<file path="src/logic/bhlp_pkg.sv">
package bhlp_pkg;

  // Core clock and link bit periods.
  localparam int CLK_NS      = 50;
  localparam int BIT_NS_SLOW = 100;
  localparam int BIT_NS_FAST = 50;
  localparam int CPB_SLOW    = (BIT_NS_SLOW + CLK_NS - 1) / CLK_NS;
  localparam int CPB_FAST    = (BIT_NS_FAST + CLK_NS - 1) / CLK_NS;
  localparam int TICK_W      = 2;
  localparam logic [TICK_W-1:0] CPB_SLOW_C = TICK_W'(CPB_SLOW);
  localparam logic [TICK_W-1:0] CPB_FAST_C = TICK_W'(CPB_FAST);

  // Handshake timing, in bit times (tenths where fractional).
  localparam int TLVVH_BITS   = 12;
  localparam int TAHVL_TENTHS = 18;
  localparam int TVLDX_BITS   = 11;

  // Packet layout: start, flag, eight data bits, stop.
  localparam int DATA_PKT_BITS = 11;
  localparam int ACK_PKT_BITS  = 2;
  localparam int RX_FLAG_SLOT  = 1;
  localparam int RX_STOP_SLOT  = 10;
  localparam logic BIT_START   = 1'b1;
  localparam logic BIT_DATA    = 1'b1;
  localparam logic BIT_ACK     = 1'b0;
  localparam logic BIT_STOP    = 1'b0;

  // Counts derived from the figures above; a partial first tick costs one more.
  localparam int CNT_W        = 4;
  localparam int SETUP_TICKS  = TLVVH_BITS - RX_STOP_SLOT + 1;
  localparam int AHVL_TICKS   = (TAHVL_TENTHS + 9) / 10 + 1;
  localparam int HOLD_TICKS   = TVLDX_BITS + 1;

  // Mode pin activity window: a pin tied to the 5 MHz reference toggles every 2 cycles.
  localparam int ACT_CYCLES = 8;
  localparam int ACT_W      = 4;

  // Synchroniser lanes.
  localparam int SYN_IVAL = 0;
  localparam int SYN_OUT_BYTE_ACK = 1;
  localparam int SYN_RX   = 2;
  localparam int SYN_MODE = 3;
  localparam int SYN_N    = 4;

  typedef enum logic [1:0] {IN_IDLE, IN_SEND, IN_ACK, IN_DROP} bhlp_in_t;
  typedef enum logic [2:0] {OUT_IDLE, OUT_SETUP, OUT_VALID, OUT_WAIT, OUT_HOLD} bhlp_out_t;

endpackage : bhlp_pkg

</file>
<file path="src/logic/bhlp_port.sv">
`timescale 1ns/100ps
// Functional notes
// - Serial transmit line low during reset.
// - Start sending byte within bit window.
// - Raise inbound ack within three bits.
// - Drop inbound ack one to four bits.
// - Outbound valid twelve bits after arrival.
// - Send ack packet within bit window.
// - Outbound valid stays 1.8 bits after ack.
// - Outbound byte held eleven bits after valid.
// - Next outbound valid waits ack low.
// - Mode pin selects rate or mode two.
module bhlp_port #(
  parameter int DATA_W    = 8,
  parameter int BUF_DEPTH = 2
) (
  // Clock and reset
  input  wire logic              clk,
  input  wire logic              rst_n,
  // Mode and rate strap
  input  wire logic              mode_rate_select,
  // Inbound byte handshake
  input  wire logic [DATA_W-1:0] byte_in_bus,
  input  wire logic              in_byte_valid,
  output logic                   in_byte_ack,
  // Outbound byte handshake
  output logic      [DATA_W-1:0] byte_out_bus,
  output logic                   out_byte_valid,
  input  wire logic              out_byte_ack,
  // Serial link
  input  wire logic              serial_rx_line,
  output logic                   serial_tx_line,
  // Buffer status
  output logic                   rx_buf_ready
);

  localparam int PTR_W = (BUF_DEPTH > 1) ? $clog2(BUF_DEPTH) : 1;

  logic [bhlp_pkg::SYN_N-1:0] sync1_q;
  logic [bhlp_pkg::SYN_N-1:0] sync2_q;
  logic                       mode_d1_q;
  logic [bhlp_pkg::ACT_W-1:0] act_q;
  logic                       fast;
  logic                       mode1;
  logic                       vs;
  logic                       qs;
  logic                       rx;
  logic [bhlp_pkg::TICK_W-1:0] cpb;
  logic [bhlp_pkg::TICK_W-1:0] tick_cnt_q;
  logic                        tick;
  logic [bhlp_pkg::DATA_PKT_BITS-1:0] tx_sr_q;
  logic [bhlp_pkg::CNT_W-1:0]  tx_left_q;
  logic                        tx_line_q;
  logic                        tx_busy;
  logic                        tx_start;
  logic                        tx_sel_ack;
  logic                        ack_req_q;
  logic                        data_req_q;
  logic                        ack_set;
  logic                        data_set;
  logic                        ack_pend;
  logic                        data_pend;
  logic [bhlp_pkg::TICK_W-1:0] rx_phase_q;
  logic [bhlp_pkg::CNT_W-1:0]  rx_slot_q;
  logic [DATA_W-1:0]           rx_sr_q;
  logic [DATA_W-1:0]           rx_data_q;
  logic                        rx_pend_q;
  logic                        ack_rx_q;
  logic                        rx_sample;
  logic [DATA_W-1:0]           buf_q [BUF_DEPTH];
  logic [PTR_W-1:0]            wr_ptr_q;
  logic [PTR_W-1:0]            rd_ptr_q;
  logic [PTR_W:0]              count_q;
  logic                        push;
  logic                        pop;
  logic                        buf_valid;
  bhlp_pkg::bhlp_in_t          in_state_q;
  logic                        in_ack_q;
  bhlp_pkg::bhlp_out_t         out_state_q;
  logic [bhlp_pkg::CNT_W-1:0]  out_cnt_q;
  logic [DATA_W-1:0]           out_data_q;
  logic                        out_valid_q;

  function automatic logic [PTR_W-1:0] ptr_next(input logic [PTR_W-1:0] p);
    ptr_next = (p == PTR_W'(BUF_DEPTH - 1)) ? '0 : p + PTR_W'(1);
  endfunction : ptr_next

  // Two-flop synchronisers; only the second stage is used downstream.
  always_ff @(posedge clk) begin
    if (!rst_n) begin
      sync1_q <= '0;
      sync2_q <= '0;
    end else begin
      sync1_q <= {mode_rate_select, serial_rx_line, out_byte_ack, in_byte_valid};
      sync2_q <= sync1_q;
    end
  end

  assign vs = sync2_q[bhlp_pkg::SYN_IVAL];
  assign qs = sync2_q[bhlp_pkg::SYN_OUT_BYTE_ACK];
  assign rx = sync2_q[bhlp_pkg::SYN_RX];

  // A mode pin that keeps toggling is taken as tied to the reference clock.
  always_ff @(posedge clk) begin
    if (!rst_n) begin
      mode_d1_q <= 1'b0;
      act_q     <= '0;
    end else begin
      mode_d1_q <= sync2_q[bhlp_pkg::SYN_MODE];
      if (mode_d1_q != sync2_q[bhlp_pkg::SYN_MODE]) begin
        act_q <= bhlp_pkg::ACT_W'(bhlp_pkg::ACT_CYCLES);
      end else if (act_q != '0) begin
        act_q <= act_q - bhlp_pkg::ACT_W'(1);
      end
    end
  end

  assign fast  = (act_q != '0);
  assign mode1 = fast | sync2_q[bhlp_pkg::SYN_MODE];
  assign cpb   = fast ? bhlp_pkg::CPB_FAST_C : bhlp_pkg::CPB_SLOW_C;

  // Bit timer; restarted when a packet starts so that its bits have full length.
  always_ff @(posedge clk) begin
    if (!rst_n || tx_start || tick) begin
      tick_cnt_q <= '0;
    end else begin
      tick_cnt_q <= tick_cnt_q + bhlp_pkg::TICK_W'(1);
    end
  end

  assign tick = (tick_cnt_q == cpb - bhlp_pkg::TICK_W'(1));

  // Transmit arbitration: an ack goes ahead of a waiting byte, so the far end's sender is held
  // back by at most the one packet already on the line; a waiting byte follows it at once.
  assign ack_pend   = ack_req_q | ack_set;
  assign data_pend  = data_req_q | data_set;
  assign tx_busy    = (tx_left_q != '0);
  assign tx_start   = mode1 && !tx_busy && (ack_pend || data_pend);
  assign tx_sel_ack = ack_pend;

  always_ff @(posedge clk) begin
    if (!rst_n || !mode1) begin
      ack_req_q  <= 1'b0;
      data_req_q <= 1'b0;
    end else begin
      ack_req_q  <= ack_pend && !(tx_start && tx_sel_ack);
      data_req_q <= data_pend && !(tx_start && !tx_sel_ack);
    end
  end

  always_ff @(posedge clk) begin
    if (!rst_n || !mode1) begin
      tx_sr_q   <= '0;
      tx_left_q <= '0;
      tx_line_q <= 1'b0;
    end else if (tx_start && tx_sel_ack) begin
      tx_line_q <= bhlp_pkg::BIT_START;
      tx_sr_q   <= bhlp_pkg::DATA_PKT_BITS'(bhlp_pkg::BIT_ACK);
      tx_left_q <= bhlp_pkg::CNT_W'(bhlp_pkg::ACK_PKT_BITS);
    end else if (tx_start) begin
      tx_line_q <= bhlp_pkg::BIT_START;
      tx_sr_q   <= bhlp_pkg::DATA_PKT_BITS'({1'b0, bhlp_pkg::BIT_STOP, byte_in_bus,
                                             bhlp_pkg::BIT_DATA});
      tx_left_q <= bhlp_pkg::CNT_W'(bhlp_pkg::DATA_PKT_BITS);
    end else if (tick && tx_busy) begin
      tx_line_q <= tx_sr_q[0];
      tx_sr_q   <= tx_sr_q >> 1;
      tx_left_q <= tx_left_q - bhlp_pkg::CNT_W'(1);
    end
  end

  assign serial_tx_line = tx_line_q;

  // Receiver: the start edge sets the phase, later bits are sampled one bit apart.
  assign rx_sample = (rx_slot_q != '0) && (rx_phase_q == cpb - bhlp_pkg::TICK_W'(1));

  always_ff @(posedge clk) begin
    if (!rst_n || !mode1) begin
      rx_phase_q <= '0;
      rx_slot_q  <= '0;
      rx_sr_q    <= '0;
      ack_rx_q   <= 1'b0;
    end else begin
      ack_rx_q <= 1'b0;
      if (rx_slot_q == '0) begin
        rx_phase_q <= '0;
        if (rx == bhlp_pkg::BIT_START) begin
          rx_slot_q <= bhlp_pkg::CNT_W'(bhlp_pkg::RX_FLAG_SLOT);
        end
      end else if (!rx_sample) begin
        rx_phase_q <= rx_phase_q + bhlp_pkg::TICK_W'(1);
      end else begin
        rx_phase_q <= '0;
        if (rx_slot_q == bhlp_pkg::CNT_W'(bhlp_pkg::RX_FLAG_SLOT) && rx == bhlp_pkg::BIT_ACK) begin
          ack_rx_q  <= 1'b1;
          rx_slot_q <= '0;
        end else if (rx_slot_q == bhlp_pkg::CNT_W'(bhlp_pkg::RX_STOP_SLOT)) begin
          rx_slot_q <= '0;
        end else begin
          if (rx_slot_q != bhlp_pkg::CNT_W'(bhlp_pkg::RX_FLAG_SLOT)) begin
            rx_sr_q <= {rx, rx_sr_q[DATA_W-1:1]};
          end
          rx_slot_q <= rx_slot_q + bhlp_pkg::CNT_W'(1);
        end
      end
    end
  end

  // A finished byte waits here until the buffer has room; the far end sends no second
  // byte before our ack, so this one register never overruns.
  always_ff @(posedge clk) begin
    if (!rst_n || !mode1) begin
      rx_pend_q <= 1'b0;
      rx_data_q <= '0;
    end else if (rx_sample && rx_slot_q == bhlp_pkg::CNT_W'(bhlp_pkg::RX_STOP_SLOT)) begin
      rx_pend_q <= 1'b1;
      rx_data_q <= rx_sr_q;
    end else if (push) begin
      rx_pend_q <= 1'b0;
    end
  end

  // Two-entry receive buffer.
  assign rx_buf_ready = (count_q != (PTR_W+1)'(BUF_DEPTH));
  assign push         = rx_pend_q && rx_buf_ready;
  assign buf_valid    = (count_q != '0);

  always_ff @(posedge clk) begin
    if (!rst_n || !mode1) begin
      wr_ptr_q <= '0;
      rd_ptr_q <= '0;
      count_q  <= '0;
    end else begin
      if (push) begin
        wr_ptr_q <= ptr_next(wr_ptr_q);
      end
      if (pop) begin
        rd_ptr_q <= ptr_next(rd_ptr_q);
      end
      count_q <= count_q + (PTR_W+1)'(push) - (PTR_W+1)'(pop);
    end
  end

  always_ff @(posedge clk) begin
    if (push) begin
      buf_q[wr_ptr_q] <= rx_data_q;
    end
  end

  // Inbound handshake.
  assign data_set = (in_state_q == bhlp_pkg::IN_IDLE) && vs && mode1;

  always_ff @(posedge clk) begin
    if (!rst_n || !mode1) begin
      in_state_q <= bhlp_pkg::IN_IDLE;
      in_ack_q   <= 1'b0;
    end else begin
      case (in_state_q)
        bhlp_pkg::IN_IDLE: begin
          if (data_set) begin
            in_state_q <= bhlp_pkg::IN_SEND;
          end
        end
        bhlp_pkg::IN_SEND: begin
          if (ack_rx_q) begin
            in_ack_q   <= 1'b1;
            in_state_q <= bhlp_pkg::IN_ACK;
          end
        end
        bhlp_pkg::IN_ACK: begin
          if (!vs) begin
            in_state_q <= bhlp_pkg::IN_DROP;
          end
        end
        bhlp_pkg::IN_DROP: begin
          if (tick) begin
            in_ack_q   <= 1'b0;
            in_state_q <= bhlp_pkg::IN_IDLE;
          end
        end
        default: begin
          in_state_q <= bhlp_pkg::IN_IDLE;
          in_ack_q   <= 1'b0;
        end
      endcase
    end
  end

  assign in_byte_ack = in_ack_q;

  // Outbound handshake.
  assign pop     = (out_state_q == bhlp_pkg::OUT_IDLE) && buf_valid && !qs && mode1;
  assign ack_set = (out_state_q == bhlp_pkg::OUT_VALID) && qs;

  always_ff @(posedge clk) begin
    if (!rst_n || !mode1) begin
      out_state_q <= bhlp_pkg::OUT_IDLE;
      out_cnt_q   <= '0;
      out_data_q  <= '0;
      out_valid_q <= 1'b0;
    end else begin
      case (out_state_q)
        bhlp_pkg::OUT_IDLE: begin
          if (pop) begin
            out_data_q  <= buf_q[rd_ptr_q];
            out_cnt_q   <= bhlp_pkg::CNT_W'(bhlp_pkg::SETUP_TICKS);
            out_state_q <= bhlp_pkg::OUT_SETUP;
          end
        end
        bhlp_pkg::OUT_SETUP: begin
          if (tick) begin
            out_cnt_q <= out_cnt_q - bhlp_pkg::CNT_W'(1);
            if (out_cnt_q == bhlp_pkg::CNT_W'(1)) begin
              out_valid_q <= 1'b1;
              out_state_q <= bhlp_pkg::OUT_VALID;
            end
          end
        end
        bhlp_pkg::OUT_VALID: begin
          if (ack_set) begin
            out_cnt_q   <= bhlp_pkg::CNT_W'(bhlp_pkg::AHVL_TICKS);
            out_state_q <= bhlp_pkg::OUT_WAIT;
          end
        end
        bhlp_pkg::OUT_WAIT: begin
          if (tick) begin
            out_cnt_q <= out_cnt_q - bhlp_pkg::CNT_W'(1);
            if (out_cnt_q == bhlp_pkg::CNT_W'(1)) begin
              out_valid_q <= 1'b0;
              out_cnt_q   <= bhlp_pkg::CNT_W'(bhlp_pkg::HOLD_TICKS);
              out_state_q <= bhlp_pkg::OUT_HOLD;
            end
          end
        end
        bhlp_pkg::OUT_HOLD: begin
          if (tick) begin
            out_cnt_q <= out_cnt_q - bhlp_pkg::CNT_W'(1);
            if (out_cnt_q == bhlp_pkg::CNT_W'(1)) begin
              out_state_q <= bhlp_pkg::OUT_IDLE;
            end
          end
        end
        default: begin
          out_state_q <= bhlp_pkg::OUT_IDLE;
          out_valid_q <= 1'b0;
        end
      endcase
    end
  end

  assign byte_out_bus   = out_data_q;
  assign out_byte_valid = out_valid_q;

endmodule : bhlp_port

</file>
<file path="config.mk">
export PLATFORM = sky130hd
export DESIGN_NAME = bhlp_port
export DESIGN_NICKNAME = d
export VERILOG_FILES = /design/src/logic/bhlp_pkg.sv /design/src/logic/bhlp_port.sv
export SDC_FILE = /design/constraint.sdc
export NUM_CORES = 1
export LEC_CHECK = 0
export CAP_MARGIN = 20
export CORE_UTILIZATION = 55
export DETAILED_ROUTE_END_ITERATION = 8
export DONT_BUFFER_PORTS = 1
export PLACE_DENSITY = 0.8
export SLEW_MARGIN = 40
export SYNTH_ARGS = -nofsm -noshare
export SYNTH_HDL_FRONTEND = slang
export SYNTH_SLANG_ARGS = --single-unit
</file>
<file path="constraint.sdc">
create_clock -name clk -period 2.4 [get_ports clk]
set_input_delay 0 -clock clk [delete_from_list [all_inputs] [get_ports clk]]
set_output_delay 0 -clock clk [all_outputs]
set_load 0.005 [all_outputs]
</file>
==> impl_metrics.py, run 1 <==
metrics = {
    "layout": {
        "mostFrequentLayoutCell": "dfxtp_1",
        "final_cell_mix": "78 x dfxtp_1, 55 x nor2_1, 29 x mux2i_1",
        "drive_gt1_frac": 0.09157,
        "nNetsFinal": 435,
        "instances_no_fill": 511,
        "antenna_cells": 0,
        "area_delta_synth_final_pct": 11.69,
        "final_util": 0.6421,
    },
    "worst_setup_path": {
        "reg2reg_slack_ps": 110,
        "r2r-end": "out_cnt_q[1]",
        "worstPathCellList": "inv_1 > ha_1 > nor3b_4 > mux2_2 > o211ai_2 > nor2_1 > a211oi_1",
        "cp_slowest_cell": "mux2_2",
        "crit_type": "reg2reg",
        "crit_start": "act_q[0]",
        "endpoint": "out_cnt_q[1]",
        "critical-path-max-stage-delay_ps": 460,
        "cp_data_required_time_ps": 2670,
        "crit_arrival_ps": 2550,
        "cp_max_fo": 8,
        "start_kind": "register",
        "reg2reg_depth": 7,
        "critPathCaptureType": "register",
        "r2r-start": "act_q[0]",
    },
    "placement": {
        "globalplace.congestion": 0.8199,
        "place_inst": 480,
        "hpwlAfterDp_um": 4641,
        "port_buffers": 0,
    },
    "floorplan": {
        "die_h_um": 86.51,
        "row_count": 30,
        "io_pins": 26,
        "die_w_um": 86.51,
        "start_util": 0.5749,
        "core_area_um2": 6832,
        "die_area_um2": 7483,
    },
    "drt": {
        "wl_met1_um": 3173,
        "vias": 2825,
        "wl_met2_um": 3544,
        "drc_errors": 0,
        "drtIter0Drc": 161,
        "top_layer": "met4",
        "wl_met3_um": 295,
        "viasPerCell": 5.528,
        "post_drt_wl_per_cell_um": 13.88,
        "wl_um": 7092,
        "ant_nets": 0,
        "dr.pass1.iters": 4,
    },
    "synth": {
        "syn_avg_cell_area_um2": 9.968,
        "yosys_register_bits": 94,
        "ys.flop_type": "dfxtp_1",
        "yosys.area.top_type": "dfxtp_1",
        "syn-instance-count": 394,
        "synth.area.top_cells": "dfxtp_1 40%, edfxtp_1 12%, mux2i_1 7.4%",
        "synth_cell_types": 49,
        "synthAdderAreaFrac": 0.03504,
        "synthSimpleGateAreaFrac": 0.1663,
        "yosysSeqAreaShare": 0.5199,
        "async_flop_share": 0,
        "yosys.area.top_type_share": 0.3976,
        "synthMuxAreaShare": 0.07678,
        "yosys_warnings": 0,
        "synth_edf_count": 16,
        "synth_top_family_by_area": "simple AND/OR/NAND/NOR gates",
        "synth-xor-area-share": 0.02007,
        "synth_area_um2": 3928,
        "synth_nets": 419,
        "synth-compound-area-share": 0.1462,
    },
    "cts": {
        "clock_latency_ps": 360,
        "path_clk_slew_ps": 100,
        "clock-root-buffer": "clkbuf_8",
        "cts_tree": "built",
        "cts.sinks": 94,
        "cts_resized": 0,
        "cts_made_buffers": 9,
        "cts_max_path_buffers": 2,
        "cts_max_level": 3,
    },
    "timing": {
        "worst_slew_pin_slew_ps": 642.4,
        "fmax_ghz": 0.4372,
        "fin_crit_sh": 0.9530,
        "whs_ps": 42.31,
        "slew_violations": 0,
        "hold_viol_final": 0,
        "fin_skew_ps": 9.327,
        "slew_headroom": 0.5701,
        "rsz0062_at_grt": "yes",
        "period_minus_slack_ps": 2287,
        "setup_viol": 0,
    },
    "grt": {
        "grt_pass1_vias": 2617,
        "antenna_found_initial": 0,
        "grt_max_degree": 27,
        "grt_pass1_wl_um": 11780,
        "grt_remaining_overflow": 0,
        "grt.total_usage": 0.2044,
    },
    "pwr": {
        "p_per_area_nw_per_um2": 913.4,
        "peakVddDrop_v": 0.0007003,
        "p_leak_nw": 1.591,
        "power.total_mw": 4.007,
    },
    "job": {
        "drv_cap": 0,
    },
    "hold_path": {
        "hp-start": "rst_n",
        "hold_class": "in2reg",
    },
    "status": {
        "status": "finished clean",
    },
}
[cells in the mapped netlist (all sizes together) (3+ instances only)]
cell / count
edfxtp: 16
nand3: 12
inv: 14
ha: 11
and2: 11
nor2: 55
o21ai: 9
buf: 11
nor3: 9
a31oi: 5
nor2b: 5
dfxtp: 78
nand2b: 7
a21oi: 28
nand3b: 3
nand2: 15
a211oi: 15
a22oi: 8
clkbuf: 10
xor2: 4
or3: 5
mux2i: 29
nor3b: 3
xnor2: 5
[worst min-delay path by stage]
stage	slack, ps	cells past startpoint	to
finish	40	3	rx_sr_q[0]
global route	50	3	in_state_q[1]
CTS	30	3	rx_sr_q[0]
detailed placement	130	1	sync1_q[1]
global placement	130	1	sync1_q[2]
floorplan	130	1	sync1_q[0]
[stage by stage]
step | instance area [um^2] | TNS, ps | worst slack, ps
6_report | 4387 | 0 | 112.8
5_1_grt | 4387 | -4.484 | -4.484
4_1_cts | 4372 | 0 | 35.75
3_5_place_dp | 4051 | 0 | 90.21
3_3_place_gp | 4051 | 0 | 207.1
2_1_floorplan | 3936 | 0 | 48.27
[registers in the layout (all words and copies together), names as in the netlist, 3 cells and up]
| signal | flops |
|---|---|
| act_q | 4 |
| tx_left_q | 4 |
| sync1_q | 4 |
| tx_sr_q | 9 |
| out_state_q | 3 |
| byte_out_bus | 8 |
| sync2_q | 4 |
| rx_data_q | 8 |
| buf_q | 16 |
| rx_sr_q | 8 |
| rx_slot_q | 4 |
| out_cnt_q | 4 |
[kinds of logic (layout without fill, tap and decap cells)]
| logic type | Yosys count | after routing |
|---|---|---|
| adders and majority gates | 11 | 11 |
| and+or+nand+nor | 131 | 131 |
| DFF | 94 | 94 |
| buffers and inverters | 35 | 56 |
| AOI/OAI and AO/OA | 84 | 84 |
| xor gates and xnor gates | 9 | 9 |
| muxes | 30 | 30 |
[routing by layer]
| metal | GRT usage | vias to the layer above |
|---|---|---|
| met5 | 0 | - |
| met4 | 0.07576 | 0 |
| met3 | 0.06000 | 7 |
| met2 | 0.3506 | 70 |
| met1 | 0.2429 | 1315 |
| li1 | - | 1433 |
[report_power, final]
group	switching [mW]	internal, mW	total (mW)
registers	0.0828	1.69	1.77
clock network	0.588	0.402	0.990
logic	0.752	0.493	1.24
[critical path, delay by kind of cell (launching register included)]
kind / cells / cell delay (ps)
AOI/OAI and AO/OA: 2 / 630
DFF: 1 / 320
adders and majority gates: 1 / 240
and+or+nand+nor: 2 / 450
muxes: 1 / 460
buffers and inverters: 1 / 90
[layout make-up]
class                   count  area, um^2
fillers                   570        2445
flip-flops and latches     94        2042
multi-input cells         265        1754
repair buffers             26       227.7
clock buffers               9       123.9
well taps                  96       120.1
clock inverters             7       66.31
inverters                  14       52.55
[timing repair]
action	CTS	global route
hold buffers	13	0
buffers inserted	0	2
setup endpoints to repair	0	12
hold endpoints to repair	23	0
Power figures use the tool's default switching activity.
==> run 2, diff against run 1 <==
- MAX_ROUTING_LAYER: unset -> met4
- SLEW_MARGIN: 40 -> unset
==> impl_metrics.py, run 2 (same netlist as run 1, synthesis figures left out) <==
metrics = {
    "placement": {
        "port_buffers": 0,
        "hpwlAfterDp_um": 4641,
        "globalplace.congestion": 0.8322,
        "placed_area_um2": 4051,
        "place_inst": 480,
        "pre_cts_ws_ps": 90.21,
    },
    "layout": {
        "drive_gt1_frac": 0.09157,
        "instances_no_fill": 511,
        "postLayoutCellArea_um2": 4387,
        "largest_reg_flops": 16,
        "antenna_cells": 0,
        "area_delta_synth_final_pct": 11.69,
        "reg_top3": "buf_q x16, tx_sr_q x9",
        "nNetsFinal": 435,
        "regMostFlops": "buf_q",
        "mostFrequentLayoutCell": "dfxtp_1",
        "final_cell_mix": "78 x dfxtp_1, 55 x nor2_1, 29 x mux2i_1",
        "num-fill-cells": 570,
    },
    "drt": {
        "drc_errors": 0,
        "drtIter0Drc": 191,
        "post_drt_wl_per_cell_um": 13.85,
        "vias": 2847,
        "ant_nets": 0,
        "viasPerCell": 5.571,
        "dr.pass1.iters": 7,
        "wl_um": 7075,
    },
    "floorplan": {
        "die_area_um2": 7483,
        "die_h_um": 86.51,
        "io_pins": 26,
        "row_count": 30,
        "die_w_um": 86.51,
        "start_util": 0.5749,
        "core_area_um2": 6832,
    },
    "grt": {
        "grt_remaining_overflow": 0,
        "grt.total_usage": 0.2110,
        "grt_pass1_wl_um": 11790,
        "grt_max_degree": 27,
        "grt_pass1_vias": 2613,
        "antenna_found_initial": 0,
    },
    "cts": {
        "cts_tree": "built",
        "cts_made_buffers": 9,
        "path_clk_slew_ps": 100,
        "clock_latency_ps": 360,
        "cts_resized": 0,
        "cts_max_path_buffers": 2,
        "clock-root-buffer": "clkbuf_8",
        "cts_max_level": 3,
        "cts.sinks": 94,
    },
    "timing": {
        "fin_skew_ps": 8.925,
        "fin_crit_sh": 0.9545,
        "fmax_ghz": 0.4365,
        "hold_viol_final": 0,
        "setup_viol": 0,
        "rsz0062_at_grt": "yes",
        "fin_ws_ps": 109.1,
        "slew_violations": 0,
        "worst_slew_pin_slew_ps": 626.2,
        "period_minus_slack_ps": 2291,
        "slew_headroom": 0.5810,
    },
    "pwr": {
        "power.total_mw": 4.004,
        "peakVddDrop_v": 0.0007028,
        "p_switching_mw": 1.420,
        "seq_power_share": 0.443,
        "p_comb_frac": 0.311,
        "intPower_mw": 2.583,
        "p_per_area_nw_per_um2": 912.7,
        "pwr-share-clk": 0.246,
        "netSwitchingFraction": 0.3547,
        "p_leak_nw": 1.591,
    },
    "worst_setup_path": {
        "start_kind": "register",
        "cp_data_required_time_ps": 2670,
        "critPathCaptureType": "register",
        "cp_max_fo": 8,
        "crit_arrival_ps": 2560,
        "crit_type": "reg2reg",
    },
    "job": {
        "drv_cap": 0,
    },
    "hold_path": {
        "hold_class": "in2reg",
    },
    "status": {
        "status": "finished clean",
    },
}
==> run 2: layer usage <==
metal | vias up | part of all wire | GRT usage
met3 | 6 | 0.043 | 0.05905
met2 | 76 | 0.50 | 0.3499
met5 | - | 0 | -
met1 | 1329 | 0.44 | 0.2454
li1 | 1436 | - | -
met4 | 0 | 0.010 | 0.07576
==> run 2: worst max-delay path, cell delays in order (launching register included) <==
cell and delay (ps):
dfxtp_1 320, inv_1 80, ha_1 240, nor3b_4 340
mux2_2 460, o211ai_2 380, nor2_1 120, a211oi_1 260
==> run 2: final cells by class <==
cell class	instances	area [um^2]	area share
clock inverter	7	66.31	0.01512
tap	96	120.1	0.02738
sequential	94	2042	0.4655
clock buffer	9	123.9	0.02824
timing repair buffer	26	227.7	0.05191
multi-input combinational	265	1754	0.3999
inverter	14	52.55	0.01198
==> run 2: final timing paths <==
check	startpoint	endpoint	slack (ps)	cells past startpoint
max	act_q[0]	out_cnt_q[1]	110	7
min	rst_n	rx_sr_q[0]	40	3
max reg2reg	act_q[0]	out_cnt_q[1]	110	7
min reg2reg	sync1_q[0]	sync2_q[0]	440	1
==> run 2: timing repair <==
action / in CTS / in global routing
endpoints found under the hold margin: 23 / 0
endpoints found under the setup margin: 0 / 12
setup buffers: 0 / 2
hold buffers: 13 / 0
==> run 2: power by group through the flow <==
stage	registers (mW)	clock network (mW)	logic, mW
finish	1.77	0.987	1.24
global route	1.78	1.07	1.36
CTS	1.77	1.02	1.18
detailed placement	1.81	0	1.15
global placement	1.80	0	1.11
floorplan	1.79	0	0.856
==> run 2: through the flow <==
step	TNS, ps	hold slack [ps]	utilization
2_1_floorplan	0	127.3	-
3_3_place_gp	0	125.6	0.5930
3_5_place_dp	0	126.3	0.5930
4_1_cts	0	26.72	0.6399
5_1_grt	-7.044	49.94	0.6421
6_report	0	41.84	0.6421
